<file path="src/rtl/agt_defs.svh">
`ifndef AGT_DEFS_SVH
`define AGT_DEFS_SVH

// clock and timing
`define AGT_CLK_HZ 100000000
`define AGT_DWELL_MS 200
`define AGT_TICK_NS 1000
`define AGT_CLK_NS 10
`define AGT_TICK_CYC (`AGT_TICK_NS / `AGT_CLK_NS)

// register indexes, byte address is index times four
`define AGT_IDX_CFG 14'h0000
`define AGT_IDX_TRAVEL 14'h0001
`define AGT_IDX_OVSPD 14'h0002
`define AGT_IDX_STAT 14'h0003
`define AGT_IDX_MODE 14'h2d50
`define AGT_IDX_PROG 14'h2d51
`define AGT_IDX_ABORT 14'h2d52
`define AGT_IDX_RESTORE 14'h2d53
`define AGT_IDX_FAULT 14'h2d54

// field values
`define AGT_MODE_IDLE 16'h0000
`define AGT_MODE_BASIC 16'h0001
`define AGT_MODE_HIGH 16'h0002
`define AGT_MODE_LOW 16'h0003
`define AGT_ABORT_KEY 16'h1EA5
`define AGT_RST_FACTORY 16'h0000
`define AGT_RST_PRIOR 16'h0001
`define AGT_PROG_DONE 16'h0064
`define AGT_TORQ_PCT 32'h0000_003C
`define AGT_PCT_FULL 32'h0000_0064

// fault codes
`define AGT_FLT_OK 16'h0000
`define AGT_FLT_CANCEL 16'hC000
`define AGT_FLT_SRVOFF 16'hC002
`define AGT_FLT_CTLMODE 16'hC003
`define AGT_FLT_STARTERR 16'hC006
`define AGT_FLT_ALARM 16'hC00A
`define AGT_FLT_DISABLED 16'hC00F
`define AGT_FLT_BASE 12'hC00

// reset values of own configuration
`define AGT_CFG_RST 16'h0000
`define AGT_TRAVEL_RST 16'h0000
`define AGT_OVSPD_RST 16'h0000

`endif

</file>
<file path="src/rtl/agt_pkg.sv">
package agt_pkg;
    typedef enum logic [1:0] {
        S_IDLE = 2'b00,
        S_SERVO_UP = 2'b01,
        S_RUN = 2'b10
    } agt_state_t;

    typedef enum logic [1:0] {
        RK_START = 2'b00,
        RK_FACTORY = 2'b01,
        RK_PRIOR = 2'b10
    } agt_rkind_t;

    typedef struct packed {
        logic signed [31:0] pos;
        logic [15:0] speed;
        logic [15:0] torq_lim;
        logic dir;
    } agt_prof_t;
endpackage

</file>
<file path="src/rtl/agt_session.sv">
`include "agt_defs.svh"

module agt_session
    import agt_pkg::*;
#(
    parameter logic [31:0] DWELL_CYCLES = 32'(`AGT_DWELL_MS * (`AGT_CLK_HZ / 1000))
) (
    input wire logic clock,
    input wire logic arst_n,
    input wire logic awvalid,
    output logic awready,
    input wire logic [15:0] awaddr,
    input wire logic wvalid,
    output logic wready,
    input wire logic [31:0] wdata,
    input wire logic [3:0] wstrb,
    output logic bvalid,
    input wire logic bready,
    output logic [1:0] bresp,
    input wire logic arvalid,
    output logic arready,
    input wire logic [15:0] araddr,
    output logic rvalid,
    input wire logic rready,
    output logic [31:0] rdata,
    output logic [1:0] rresp,
    input wire logic motor_at_rest,
    input wire logic servo_on_in,
    input wire logic tuning_enabled,
    input wire logic ctrl_mode_ok,
    input wire logic alarm,
    input wire logic ctrl_reset,
    input wire logic [7:0] eng_progress,
    input wire logic eng_done,
    input wire logic eng_fault,
    input wire logic [3:0] eng_fault_code,
    input wire logic signed [31:0] start_pos,
    input wire logic [15:0] rated_speed,
    input wire logic [15:0] rated_torque,
    input wire logic [15:0] torque_limit,
    output logic session_active,
    output logic [1:0] tune_mode,
    output logic servo_on_req,
    output logic ext_cmd_block,
    output logic int_cmd_active,
    output logic param_apply,
    output logic param_restore,
    output agt_rkind_t restore_kind,
    output logic nv_commit,
    output agt_prof_t prof
);
    agt_state_t state;
    logic aw_h, w_h, wr_go, wr_map, ar_map;
    logic [15:0] aw_a, wv, rd_v;
    logic [31:0] w_d;
    logic [3:0] w_s;
    logic [13:0] wr_idx, rd_idx;
    logic [15:0] cfg, travel, ovspd, progress, fault;
    logic start_req, abort_req, rst_req, start_ok, end_now, go_run;
    logic int_l;
    logic [15:0] st_code, end_code, spd_lim, half_spd;
    logic [31:0] t60w, dwell;
    logic [15:0] t60;
    logic signed [31:0] org, hi, lo, nup, ndn;
    logic [31:0] tick_cnt;
    logic tick;

    function automatic logic is_map(input logic [13:0] i);
        case (i)
            `AGT_IDX_CFG, `AGT_IDX_TRAVEL, `AGT_IDX_OVSPD, `AGT_IDX_STAT,
            `AGT_IDX_MODE, `AGT_IDX_PROG, `AGT_IDX_ABORT,
            `AGT_IDX_RESTORE, `AGT_IDX_FAULT: is_map = 1'b1;
            default: is_map = 1'b0;
        endcase
    endfunction

    // write address and data capture, either order
    always_ff @(posedge clock or negedge arst_n) begin
        if (!arst_n) begin
            awready <= 1'b1;
            wready <= 1'b1;
            aw_h <= 1'b0;
            w_h <= 1'b0;
            aw_a <= 16'h0000;
            w_d <= 32'h0000_0000;
            w_s <= 4'h0;
        end else begin
            if (awvalid && awready) begin
                aw_h <= 1'b1;
                aw_a <= awaddr;
                awready <= 1'b0;
            end
            if (wvalid && wready) begin
                w_h <= 1'b1;
                w_d <= wdata;
                w_s <= wstrb;
                wready <= 1'b0;
            end
            if (wr_go) begin
                aw_h <= 1'b0;
                w_h <= 1'b0;
            end
            if (bvalid && bready) begin
                awready <= 1'b1;
                wready <= 1'b1;
            end
        end
    end

    // write decode, low two byte lanes only
    assign wr_go = aw_h && w_h && !bvalid;
    assign wr_idx = aw_a[15:2];
    assign wr_map = is_map(wr_idx);
    assign wv = {w_s[1] ? w_d[15:8] : 8'h00, w_s[0] ? w_d[7:0] : 8'h00};

    // write response
    always_ff @(posedge clock or negedge arst_n) begin
        if (!arst_n) begin
            bvalid <= 1'b0;
            bresp <= 2'b00;
        end else if (wr_go) begin
            bvalid <= 1'b1;
            bresp <= wr_map ? 2'b00 : 2'b10;
        end else if (bready) begin
            bvalid <= 1'b0;
        end
    end

    // read mux, write-only registers read zero
    assign rd_idx = araddr[15:2];
    assign ar_map = is_map(rd_idx);
    always_comb begin
        rd_v = 16'h0000;
        case (rd_idx)
            `AGT_IDX_CFG: rd_v = cfg;
            `AGT_IDX_TRAVEL: rd_v = travel;
            `AGT_IDX_OVSPD: rd_v = ovspd;
            `AGT_IDX_STAT: rd_v = {12'h000, ext_cmd_block, servo_on_req,
                                   int_cmd_active, session_active};
            `AGT_IDX_MODE: rd_v = {14'h0000, tune_mode};
            `AGT_IDX_PROG: rd_v = progress;
            `AGT_IDX_FAULT: rd_v = fault;
            default: rd_v = 16'h0000;
        endcase
    end

    // read channel
    always_ff @(posedge clock or negedge arst_n) begin
        if (!arst_n) begin
            arready <= 1'b1;
            rvalid <= 1'b0;
            rdata <= 32'h0000_0000;
            rresp <= 2'b00;
        end else if (arvalid && arready) begin
            arready <= 1'b0;
            rvalid <= 1'b1;
            rdata <= {16'h0000, rd_v};
            rresp <= ar_map ? 2'b00 : 2'b10;
        end else if (rvalid && rready) begin
            rvalid <= 1'b0;
            arready <= 1'b1;
        end
    end

    // own configuration registers
    always_ff @(posedge clock or negedge arst_n) begin
        if (!arst_n) begin
            cfg <= `AGT_CFG_RST;
            travel <= `AGT_TRAVEL_RST;
            ovspd <= `AGT_OVSPD_RST;
        end else if (wr_go && state == S_IDLE) begin
            if (wr_idx == `AGT_IDX_CFG) cfg <= {15'h0000, wv[0]};
            if (wr_idx == `AGT_IDX_TRAVEL) travel <= {1'b0, wv[14:0]};
            if (wr_idx == `AGT_IDX_OVSPD) ovspd <= wv;
        end
    end

    // request decode from register writes
    assign start_req = wr_go && wr_idx == `AGT_IDX_MODE && state == S_IDLE
        && (wv == `AGT_MODE_BASIC || wv == `AGT_MODE_HIGH
        || wv == `AGT_MODE_LOW);
    assign abort_req = wr_go && wr_idx == `AGT_IDX_ABORT
        && wv == `AGT_ABORT_KEY && state != S_IDLE;
    assign rst_req = wr_go && wr_idx == `AGT_IDX_RESTORE && state == S_IDLE
        && (wv == `AGT_RST_FACTORY || wv == `AGT_RST_PRIOR);

    // start checks, first failing one wins
    always_comb begin
        st_code = `AGT_FLT_OK;
        if (!tuning_enabled) st_code = `AGT_FLT_DISABLED;
        else if (!ctrl_mode_ok) st_code = `AGT_FLT_CTLMODE;
        else if (cfg[0] && !motor_at_rest) st_code = `AGT_FLT_STARTERR;
    end
    assign start_ok = start_req && st_code == `AGT_FLT_OK;

    // end of session and its code, abort first
    always_comb begin
        end_now = 1'b0;
        end_code = `AGT_FLT_OK;
        if (state != S_IDLE) begin
            if (abort_req) begin
                end_now = 1'b1;
                end_code = `AGT_FLT_CANCEL;
            end else if (alarm) begin
                end_now = 1'b1;
                end_code = `AGT_FLT_ALARM;
            end else if (state == S_RUN && !servo_on_in) begin
                end_now = 1'b1;
                end_code = `AGT_FLT_SRVOFF;
            end else if (state == S_RUN && eng_fault) begin
                end_now = 1'b1;
                end_code = {`AGT_FLT_BASE, eng_fault_code};
            end else if (state == S_RUN && eng_done) begin
                end_now = 1'b1;
                end_code = `AGT_FLT_OK;
            end
        end
    end
    assign go_run = (start_ok && !(cfg[0] && !servo_on_in))
        || (state == S_SERVO_UP && servo_on_in && !end_now);

    // session sequencer, mode, progress and fault
    always_ff @(posedge clock or negedge arst_n) begin
        if (!arst_n) begin
            state <= S_IDLE;
            tune_mode <= 2'b00;
            progress <= 16'h0000;
            fault <= `AGT_FLT_OK;
            session_active <= 1'b0;
            int_l <= 1'b0;
        end else if (end_now) begin
            state <= S_IDLE;
            tune_mode <= 2'b00;
            progress <= `AGT_PROG_DONE;
            fault <= end_code;
            session_active <= 1'b0;
        end else if (start_req && !start_ok) begin
            progress <= `AGT_PROG_DONE;
            fault <= st_code;
        end else if (start_ok) begin
            state <= go_run ? S_RUN : S_SERVO_UP;
            tune_mode <= wv[1:0];
            progress <= 16'h0000;
            fault <= `AGT_FLT_OK;
            session_active <= 1'b1;
            int_l <= cfg[0];
        end else if (state == S_SERVO_UP && go_run) begin
            state <= S_RUN;
        end else if (state == S_RUN) begin
            progress <= (eng_progress < 8'h64) ? {8'h00, eng_progress}
                                               : 16'h0063;
        end
    end

    // parameter apply, restore and commit pulses
    always_ff @(posedge clock or negedge arst_n) begin
        if (!arst_n) begin
            param_apply <= 1'b0;
            param_restore <= 1'b0;
            restore_kind <= RK_START;
            nv_commit <= 1'b0;
        end else begin
            param_apply <= end_now && end_code == `AGT_FLT_OK;
            param_restore <= rst_req || (end_now && abort_req);
            nv_commit <= rst_req;
            if (end_now && abort_req) begin
                restore_kind <= RK_START;
            end else if (rst_req) begin
                restore_kind <= wv[0] ? RK_PRIOR : RK_FACTORY;
            end
        end
    end

    // servo-on request and external command gate
    always_ff @(posedge clock or negedge arst_n) begin
        if (!arst_n) begin
            servo_on_req <= 1'b0;
            ext_cmd_block <= 1'b0;
            int_cmd_active <= 1'b0;
        end else begin
            if (start_ok && cfg[0]) begin
                servo_on_req <= 1'b1;
                int_cmd_active <= 1'b1;
            end else if (end_now && int_l) begin
                servo_on_req <= 1'b0;
                int_cmd_active <= 1'b0;
            end
            if ((start_ok && cfg[0]) || (end_now && int_l)) begin
                ext_cmd_block <= 1'b1;
            end else if (ctrl_reset && state == S_IDLE) begin
                ext_cmd_block <= 1'b0;
            end
        end
    end

    // profile limits
    assign half_spd = rated_speed >> 1;
    assign spd_lim = (ovspd < half_spd) ? ovspd : half_spd;
    assign t60w = ({16'h0000, rated_torque} * `AGT_TORQ_PCT) / `AGT_PCT_FULL;
    assign t60 = t60w[15:0];
    assign hi = org + $signed({16'h0000, travel});
    assign lo = org - $signed({16'h0000, travel});
    assign nup = prof.pos + $signed({16'h0000, prof.speed});
    assign ndn = prof.pos - $signed({16'h0000, prof.speed});

    // motion step enable divider
    always_ff @(posedge clock or negedge arst_n) begin
        if (!arst_n) begin
            tick_cnt <= 32'h0000_0000;
            tick <= 1'b0;
        end else if (tick_cnt == 32'(`AGT_TICK_CYC - 1)) begin
            tick_cnt <= 32'h0000_0000;
            tick <= 1'b1;
        end else begin
            tick_cnt <= tick_cnt + 32'h0000_0001;
            tick <= 1'b0;
        end
    end

    // reciprocating profile generator
    always_ff @(posedge clock or negedge arst_n) begin
        if (!arst_n) begin
            prof <= '0;
            org <= 32'sh0000_0000;
            dwell <= 32'h0000_0000;
        end else if (go_run) begin
            prof.pos <= start_pos;
            org <= start_pos;
            prof.dir <= 1'b1;
            prof.speed <= spd_lim;
            prof.torq_lim <= (t60 < torque_limit) ? t60 : torque_limit;
            dwell <= 32'h0000_0000;
        end else if (state == S_RUN && int_l && !end_now) begin
            if (dwell != 32'h0000_0000) begin
                dwell <= dwell - 32'h0000_0001;
            end else if (tick) begin
                if (prof.dir) begin
                    if (nup >= hi || nup < prof.pos) begin
                        prof.pos <= hi;
                        prof.dir <= 1'b0;
                        dwell <= DWELL_CYCLES;
                    end else begin
                        prof.pos <= nup;
                    end
                end else begin
                    if (ndn <= lo || ndn > prof.pos) begin
                        prof.pos <= lo;
                        prof.dir <= 1'b1;
                        dwell <= DWELL_CYCLES;
                    end else begin
                        prof.pos <= ndn;
                    end
                end
            end
        end else if (state == S_IDLE) begin
            prof.speed <= 16'h0000;
        end
    end
endmodule

</file>
<file path="config.mk">
export PLATFORM = sky130hd
export DESIGN_NAME = agt_session
export DESIGN_NICKNAME = d
export VERILOG_FILES = /design/src/rtl/agt_pkg.sv /design/src/rtl/agt_session.sv
export VERILOG_INCLUDE_DIRS = /design/src /design/src/rtl
export SDC_FILE = /design/constraint.sdc
export NUM_CORES = 1
export LEC_CHECK = 0
export BUFFER_PORTS_ARGS = -buffer_cell sky130_fd_sc_hd__buf_2
export CORE_MARGIN = 3
export CORE_UTILIZATION = 40
export CTS_CLUSTER_DIAMETER = 30
export DETAILED_ROUTE_END_ITERATION = 8
export HOLD_SLACK_MARGIN = 0.03
export SYNTH_ARGS = -nofsm -noshare
export SYNTH_HDL_FRONTEND = slang
export SYNTH_SLANG_ARGS = --single-unit
</file>
<file path="constraint.sdc">
create_clock -name clock -period 8.5 [get_ports clock]
set_input_delay 1.7 -clock clock [delete_from_list [all_inputs] [get_ports clock]]
set_output_delay 1.7 -clock clock [all_outputs]
set_load 0.01 [all_outputs]
</file>
==> metrics, run 1 <==
top routing layer used=met4; overall routing resource usage=0.244; Metal-1 WL=37500 um; Die Wd=about 260 um; Critical Path RT=around 9.0 ns; nets@finish=roughly 4400; first-pass GRT wire length=approximately 140000 um; ys flop type=dfrtp_1; initial antenna violation count=4; crit-path max cell delay=roughly 0.58 ns; Top delay family on crit path=compound AO/OA/AOI/OAI gates; Area growth syn-to-layout=40.1%; final setup fails=16; Routed Antenna Nets=0; vias after detailed routing=approximately 27000; via/cell ratio=approximately 5.5; Setup CP Type=input port to register; WP buf/inv=15; register area share after synthesis=0.263; Met3 Wirelength=~4300 um; DRC errors left=0; die area=~70000 sq um; post-synth cell types=123; Yosys Warn Count=0; Crit path top cell by count=buf_4; MaxCap Viol Count=0; final-report max-slew violation count=0; vias in the first global route=between 20000 and 30000; die height=263 um; Fin. Hold Viols=0; Max clock buf depth=3; Worst setup EP type=register; Mapped Area=between 20000 and 30000 sq um; Min Hold Slack=around 0.47 ns; clock skew=0.0266 ns; CP Max Fanout=9; fin crit period=between 10 and 15 ns; Sink Count=277; CTS tree=yes; grt ovf=0; CP max-delay cell=fa_1; largest net degree at the start of global routing=144; Detailed Place HPWL=65300 um; Mapped Cells=3245; share of cells above drive strength 1=0.333; CTS root buf=clkbuf_16; status=finished, violations left; ys async rst share=1.00; failing checks=setup timing; hold-fix buffers at CTS=0; Slew Limit Headroom=0.316; htree depth=3; Peak Freq=between 70 and 80 MHz; clk slew on worst S/H paths=0.04 ns; Initial DRC Count=between 1500 and 2000; Worst Setup Slack, final=-4.85 ns; type of origin of the critical path=input port; Worst Tran Pin Value=a little over 1 ns; wire per inst=between 15 and 20 um; Final GP Congestion=slightly above 0.9; number of flops mapped to enable cells by yosys=0; Worst-Skew Late Latency=slightly above 0.6 ns; CTS Buf Count=between 70 and 80; unrepaired setup endpoints after global routing=true; #FFs+latches synth=~280; fin crit share=1.57; I/O Buffers=250; synthesized area per cell=between 8 and 9 sq um; Min-Delay Path Class=register to register; metal2 WL=43300 um; router iterations before antenna repair=5; # IOs=292; floorplan row count=93; critical path arrival=13.84 ns; core footprint=~65000 sq um; WL final=approximately 88000 um; initial core utilization=0.407
==> through the flow <==
stage               setup TNS (ns)  setup WS [ns]  instance area, sq um  cells   util
global route                -84.07          -5.31                 36900   4898  0.570
floorplan                   -77.67          -4.91                 26600   3262      -
detailed placement          -91.89          -5.76                 31800   4672  0.491
finish                      -76.59          -4.85                 36900   4898  0.570
CTS                         -72.86          -4.61                 35900   4878  0.554
global placement            -88.63          -5.55                 31800   4672  0.491
==> what timing repair did <==
item / 4_1_cts / 5_1_grt
setup buffers: 70 / 22
pin swaps: 115 / 123
cloned: 1 / 0
endpoints found under the setup margin: 18 / 41
resized for setup: 185 / 181
==> flip-flops by register name (all words and copies together), names as in the netlist, 2 cells and up <==
signal,cells
aw_a,14
dwell,32
fault,5
org,32
ovspd,16
prof,65
progress,8
rdata,16
restore_kind,2
state,2
tick_cnt,32
travel,15
tune_mode,2
w_d,16
w_s,2
==> kinds of logic after synthesis <==
| family | count (synthesis) | share of synthesized area |
|---|---|---|
| AOI/OAI and AO/OA | 952 | 0.242 |
| DFF | 277 | 0.263 |
| buffers and inverters | 376 | 0.0591 |
| other | 1 | 0.000142 |
| muxes | 75 | 0.0307 |
| adders and majority gates | 265 | 0.135 |
| xor gates and xnor gates | 205 | 0.0692 |
| and+or+nand+nor | 1094 | 0.201 |
==> metal layers <==
| metal | GRT usage | vias to the layer above |
|---|---|---|
| met5 | 0 | - |
| met4 | 0.0841 | 0 |
| met3 | 0.0265 | 147 |
| met2 | 0.428 | 781 |
| met1 | 0.312 | 12944 |
| li1 | - | 13193 |
==> placed cells by master, fill, tap and decap left out, types with 18 or more instances in the layout <==
master and count:
mux2i_1 26, nor2b_1 35, ha_1 210, conb_1 18
o21ai_0 191, buf_6 23, a31oi_1 33, nand2b_1 45
a21oi_1 218, xor2_1 60, a21o_1 35, buf_2 247
nor4_1 29, nand3_1 81, inv_1 178, clkbuf_16 74
nand2_1 329, fa_1 31, xnor2_1 128, and3_1 25
o21ai_1 32, buf_4 545, o21bai_1 35, a21oi_2 43
nand4_1 48, dfrtp_1 272, nor3_1 52, mux2_2 45
o31ai_1 19, a211oi_1 54, nor2_1 257
==> path summary, 6_finish.rpt <==
check | startpoint | to | slack [ns] | depth (start not counted)
max in group asynchronous | arst_n | prof[0] | 6.03 | 2
max reg2reg | prof[18] | dwell[18] | 0.39 | 54
min | tick_cnt[31] | tick_cnt[31] | 0.47 | 1
max | rated_torque[5] | prof[11] | -4.85 | 57
min reg2reg | tick_cnt[31] | tick_cnt[31] | 0.47 | 1
min in group asynchronous | arst_n | aw_a[11] | 1.06 | 1
==> layout make-up <==
| type | count | area, sq um |
|---|---|---|
| Tap cell | 855 | 1070 |
| Sequential cell | 277 | 6940 |
| Clock buffer | 97 | 2010 |
| Fill cell | 5865 | 27900 |
| Clock inverter | 40 | 562 |
| Inverter | 195 | 738 |
| Timing Repair Buffer | 820 | 5680 |
| Antenna cell | 4 | 10.0 |
| Multi-Input combinational cell | 2610 | 19900 |
==> cell usage after synthesis (36+ instances only) <==
library cell,count,share of area
nor2_1,272,0.039
dfrtp_1,274,0.26
ha_1,229,0.11
nand3_1,87,0.017
nor4_1,38,0.0090
xor2_1,63,0.021
a211oi_1,64,0.018
a21o_1,37,0.011
nor2b_1,36,0.0085
nand4_1,48,0.011
a31oi_1,36,0.0085
mux2_2,46,0.020
nand2_1,332,0.047
o21bai_1,37,0.011
a21oi_1,264,0.050
clkbuf_1,125,0.018
inv_1,192,0.027
xnor2_1,138,0.046
o21ai_0,210,0.040
nand2b_1,45,0.011
nor3_1,73,0.014
Power of run 1 is left out: the tool's default activity adds up to more than one toggle a clock period on the data nets, which glitch-free logic cannot reach.
==> inputs of run 2 (changes only) <==
--- a/config.mk
+++ b/config.mk
@@ -7,11 +7,14 @@
 export NUM_CORES = 1
 export LEC_CHECK = 0
 export BUFFER_PORTS_ARGS = -buffer_cell sky130_fd_sc_hd__buf_2
+export CORE_ASPECT_RATIO = 0.9
 export CORE_MARGIN = 3
 export CORE_UTILIZATION = 40
+export CTS_BUF_LIST = sky130_fd_sc_hd__clkbuf_4 sky130_fd_sc_hd__clkbuf_8
 export CTS_CLUSTER_DIAMETER = 30
 export DETAILED_ROUTE_END_ITERATION = 8
 export HOLD_SLACK_MARGIN = 0.03
+export REMOVE_ABC_BUFFERS = 1
 export SYNTH_ARGS = -nofsm -noshare
 export SYNTH_HDL_FRONTEND = slang
 export SYNTH_SLANG_ARGS = --single-unit
==> run 2 against run 1 <==
The flow still finishes with violations (setup timing). Register-to-register slack better by 0.04 ns. Die area hardly changed. Cell count is 0.27% lower. Sequential cell count stayed put. Critical path depth is 2 lower. Worst setup slack better by 0.27 ns. Clock skew is 0.026 ns higher. Via count is 0.61% lower. Fmax is 2.0% higher. Critical path type unchanged. Largest cell class unchanged.
==> metrics, run 2 (synthesized netlist as in run 1, its figures left out) <==
status=finished, violations left; failing checks=setup timing; overall routing resource usage=0.249 (+0.00541); Worst Hold Path EP=tick_cnt[31]; initial core utilization=0.408 (+0.00114); floorplan row count=88 (-5.4%); WP buf/inv=12 (-3); Die Wd=277 um (+5.3%); first-pass GRT wire length=141000 um (+1.2%); CTS Buf Count=78 (+5.4%); Routed Antenna Nets=0 (unchanged); Largest register FFs=65 (unchanged); Peak Freq=76.5 MHz (+2.0%); Worst Min Path Start=tick_cnt[31]; vias after detailed routing=26900 (-0.61%); Final GP Congestion=0.933 (+2.7%); R2R Path Start=prof[17]; most frequent cells in the layout=521 x buf_4, 325 x nand2_1, 271 x dfrtp_1, 261 x nor2_1, 245 x buf_2; DP Worst Slack=-5.68 ns (+0.0811 ns); die area=69000 sq um (about the same); Top delay family on crit path=compound AO/OA/AOI/OAI gates; crit-path max cell delay=0.54 ns (-0.04 ns); MaxCap Viol Count=0 (unchanged); Max clock buf depth=3 (unchanged); Worst Setup Slack, final=-4.58 ns (+0.268 ns); nets@finish=4400 (-0.34%); grt ovf=0 (unchanged); CTS tree=yes; largest net degree at the start of global routing=84 (-42%); commonest non-fill, non-tap cell in the layout=buf_4; Worst-Skew Late Latency=0.68 ns (+0.07 ns); Fin. Hold Viols=0 (unchanged); FF-to-FF setup slack=0.43 ns (+0.04 ns); I/O Buffers=250 (unchanged); final setup fails=16 (unchanged); Detailed Place HPWL=66300 um (+1.6%); wire per inst=18.2 um (+1.8%); initial antenna violation count=7 (+3); critical path arrival=13.62 ns (-0.22 ns); via/cell ratio=5.51 (-0.35%); Crit path top cell by count=buf_6; WL final=88800 um (+1.5%); fin crit share=1.54 (-0.0315); CTS root buf=clkbuf_8; Sink Count=277 (unchanged); Final Cell Area=36000 sq um (-2.5%); type of origin of the critical path=input port; htree depth=3 (unchanged); hold-fix buffers at CTS=0 (unchanged); Worst Tran Pin Value=0.969 ns (-0.0529 ns); vias in the first global route=26101 (-2.8%); fin crit period=13.08 ns (-0.268 ns); router iterations before antenna repair=5 (unchanged); Min Hold Slack=0.467 ns (-0.00468 ns); DRC errors left=0 (unchanged); Initial DRC Count=1813 (-0.98%); R2R depth=41 (-24%); Critical Path Start=rated_torque[10]; clk slew on worst S/H paths=0.05 ns (about the same); die height=250 um (-5.0%); CP max-delay cell=fa_1; # IOs=292 (unchanged); FF-to-FF End=dwell[30]; share of cells above drive strength 1=0.330 (-0.00323); Worst setup EP type=register; placed insts=4643 (-0.62%); clock skew=0.0526 ns (+0.0259 ns); Layout Cells excl Fill=4885 (-0.27%); Slew Limit Headroom=0.354 (+0.0378); Top reg by flops=prof; final-report max-slew violation count=0 (unchanged); unrepaired setup endpoints after global routing=true; core footprint=64600 sq um (-0.28%); Critical Path RT=9.04 ns (+0.04 ns); Area growth syn-to-layout=36.5%; post-place instance area=31500 sq um (-1.1%); Setup CP Type=input port to register; CP Max Fanout=7 (-2); Min-Delay Path Class=register to register; Worst Hold Path Cells=1 (unchanged)
-- run 2: cell types whose count changed in the layout (fill, tap and decap cells not counted), moves of 10 or more --
cell	previous run	this run
buf_4	545	521
clkbuf_8	7	87
clkbuf_16	74	0
clkbuf_1	16	0
a21oi_1	218	228
-- run 2: metal layers --
metal	GRT usage	vias to the layer above	routed length, um
met5	0	-	69
met4	0.0803	10	2710
met3	0.0497	170	5660
met2	0.397	780	40100
met1	0.340	12764	40300
li1	-	13176	-
-- run 2: stage by stage --
stage / setup TNS (ns) / util
3_3_place_gp: -89.29 / 0.487
2_1_floorplan: -92.08 / -
5_1_grt: -79.03 / 0.557
6_report: -72.63 / 0.557
3_5_place_dp: -90.78 / 0.487
4_1_cts: -66.73 / 0.546
-- run 2: what timing repair did --
item	4_1_cts	5_1_grt
endpoints found under the setup margin	18	47
gates resized for setup	253	112
buffers inserted	79	21
pin swaps	86	59
gates cloned	2	0
-- run 2: worst max-delay path by stage --
stage	endpoint	slack [ns]	cells past startpoint
2_1_floorplan	prof[7]	-5.72	45
3_3_place_gp	prof[16]	-5.60	51
3_5_place_dp	prof[15]	-5.68	51
4_1_cts	prof[2]	-4.20	49
5_1_grt	prof[12]	-4.96	55
6_report	prof[12]	-4.58	55
-- run 2: worst reg2reg max path, delay by kind of cell (launching register included) --
kind,cells,cell delay [ns]
and+or+nand+nor,15,3.33
AOI/OAI and AO/OA,20,3.06
DFF,1,0.40
adders and majority gates,3,0.83
xor gates and xnor gates,1,0.16
buffers and inverters,2,0.22
-- run 2: area by class of cell --
class	instances	area, sq um
Fill cell	5910	28600
Multi-Input combinational cell	2611	19700
Sequential cell	277	6940
Timing Repair Buffer	800	5590
Clock buffer	96	1260
Tap cell	855	1070
Inverter	195	744
Clock inverter	48	714
Antenna cell	3	7.51
Power of run 2 is left out for the same reason.
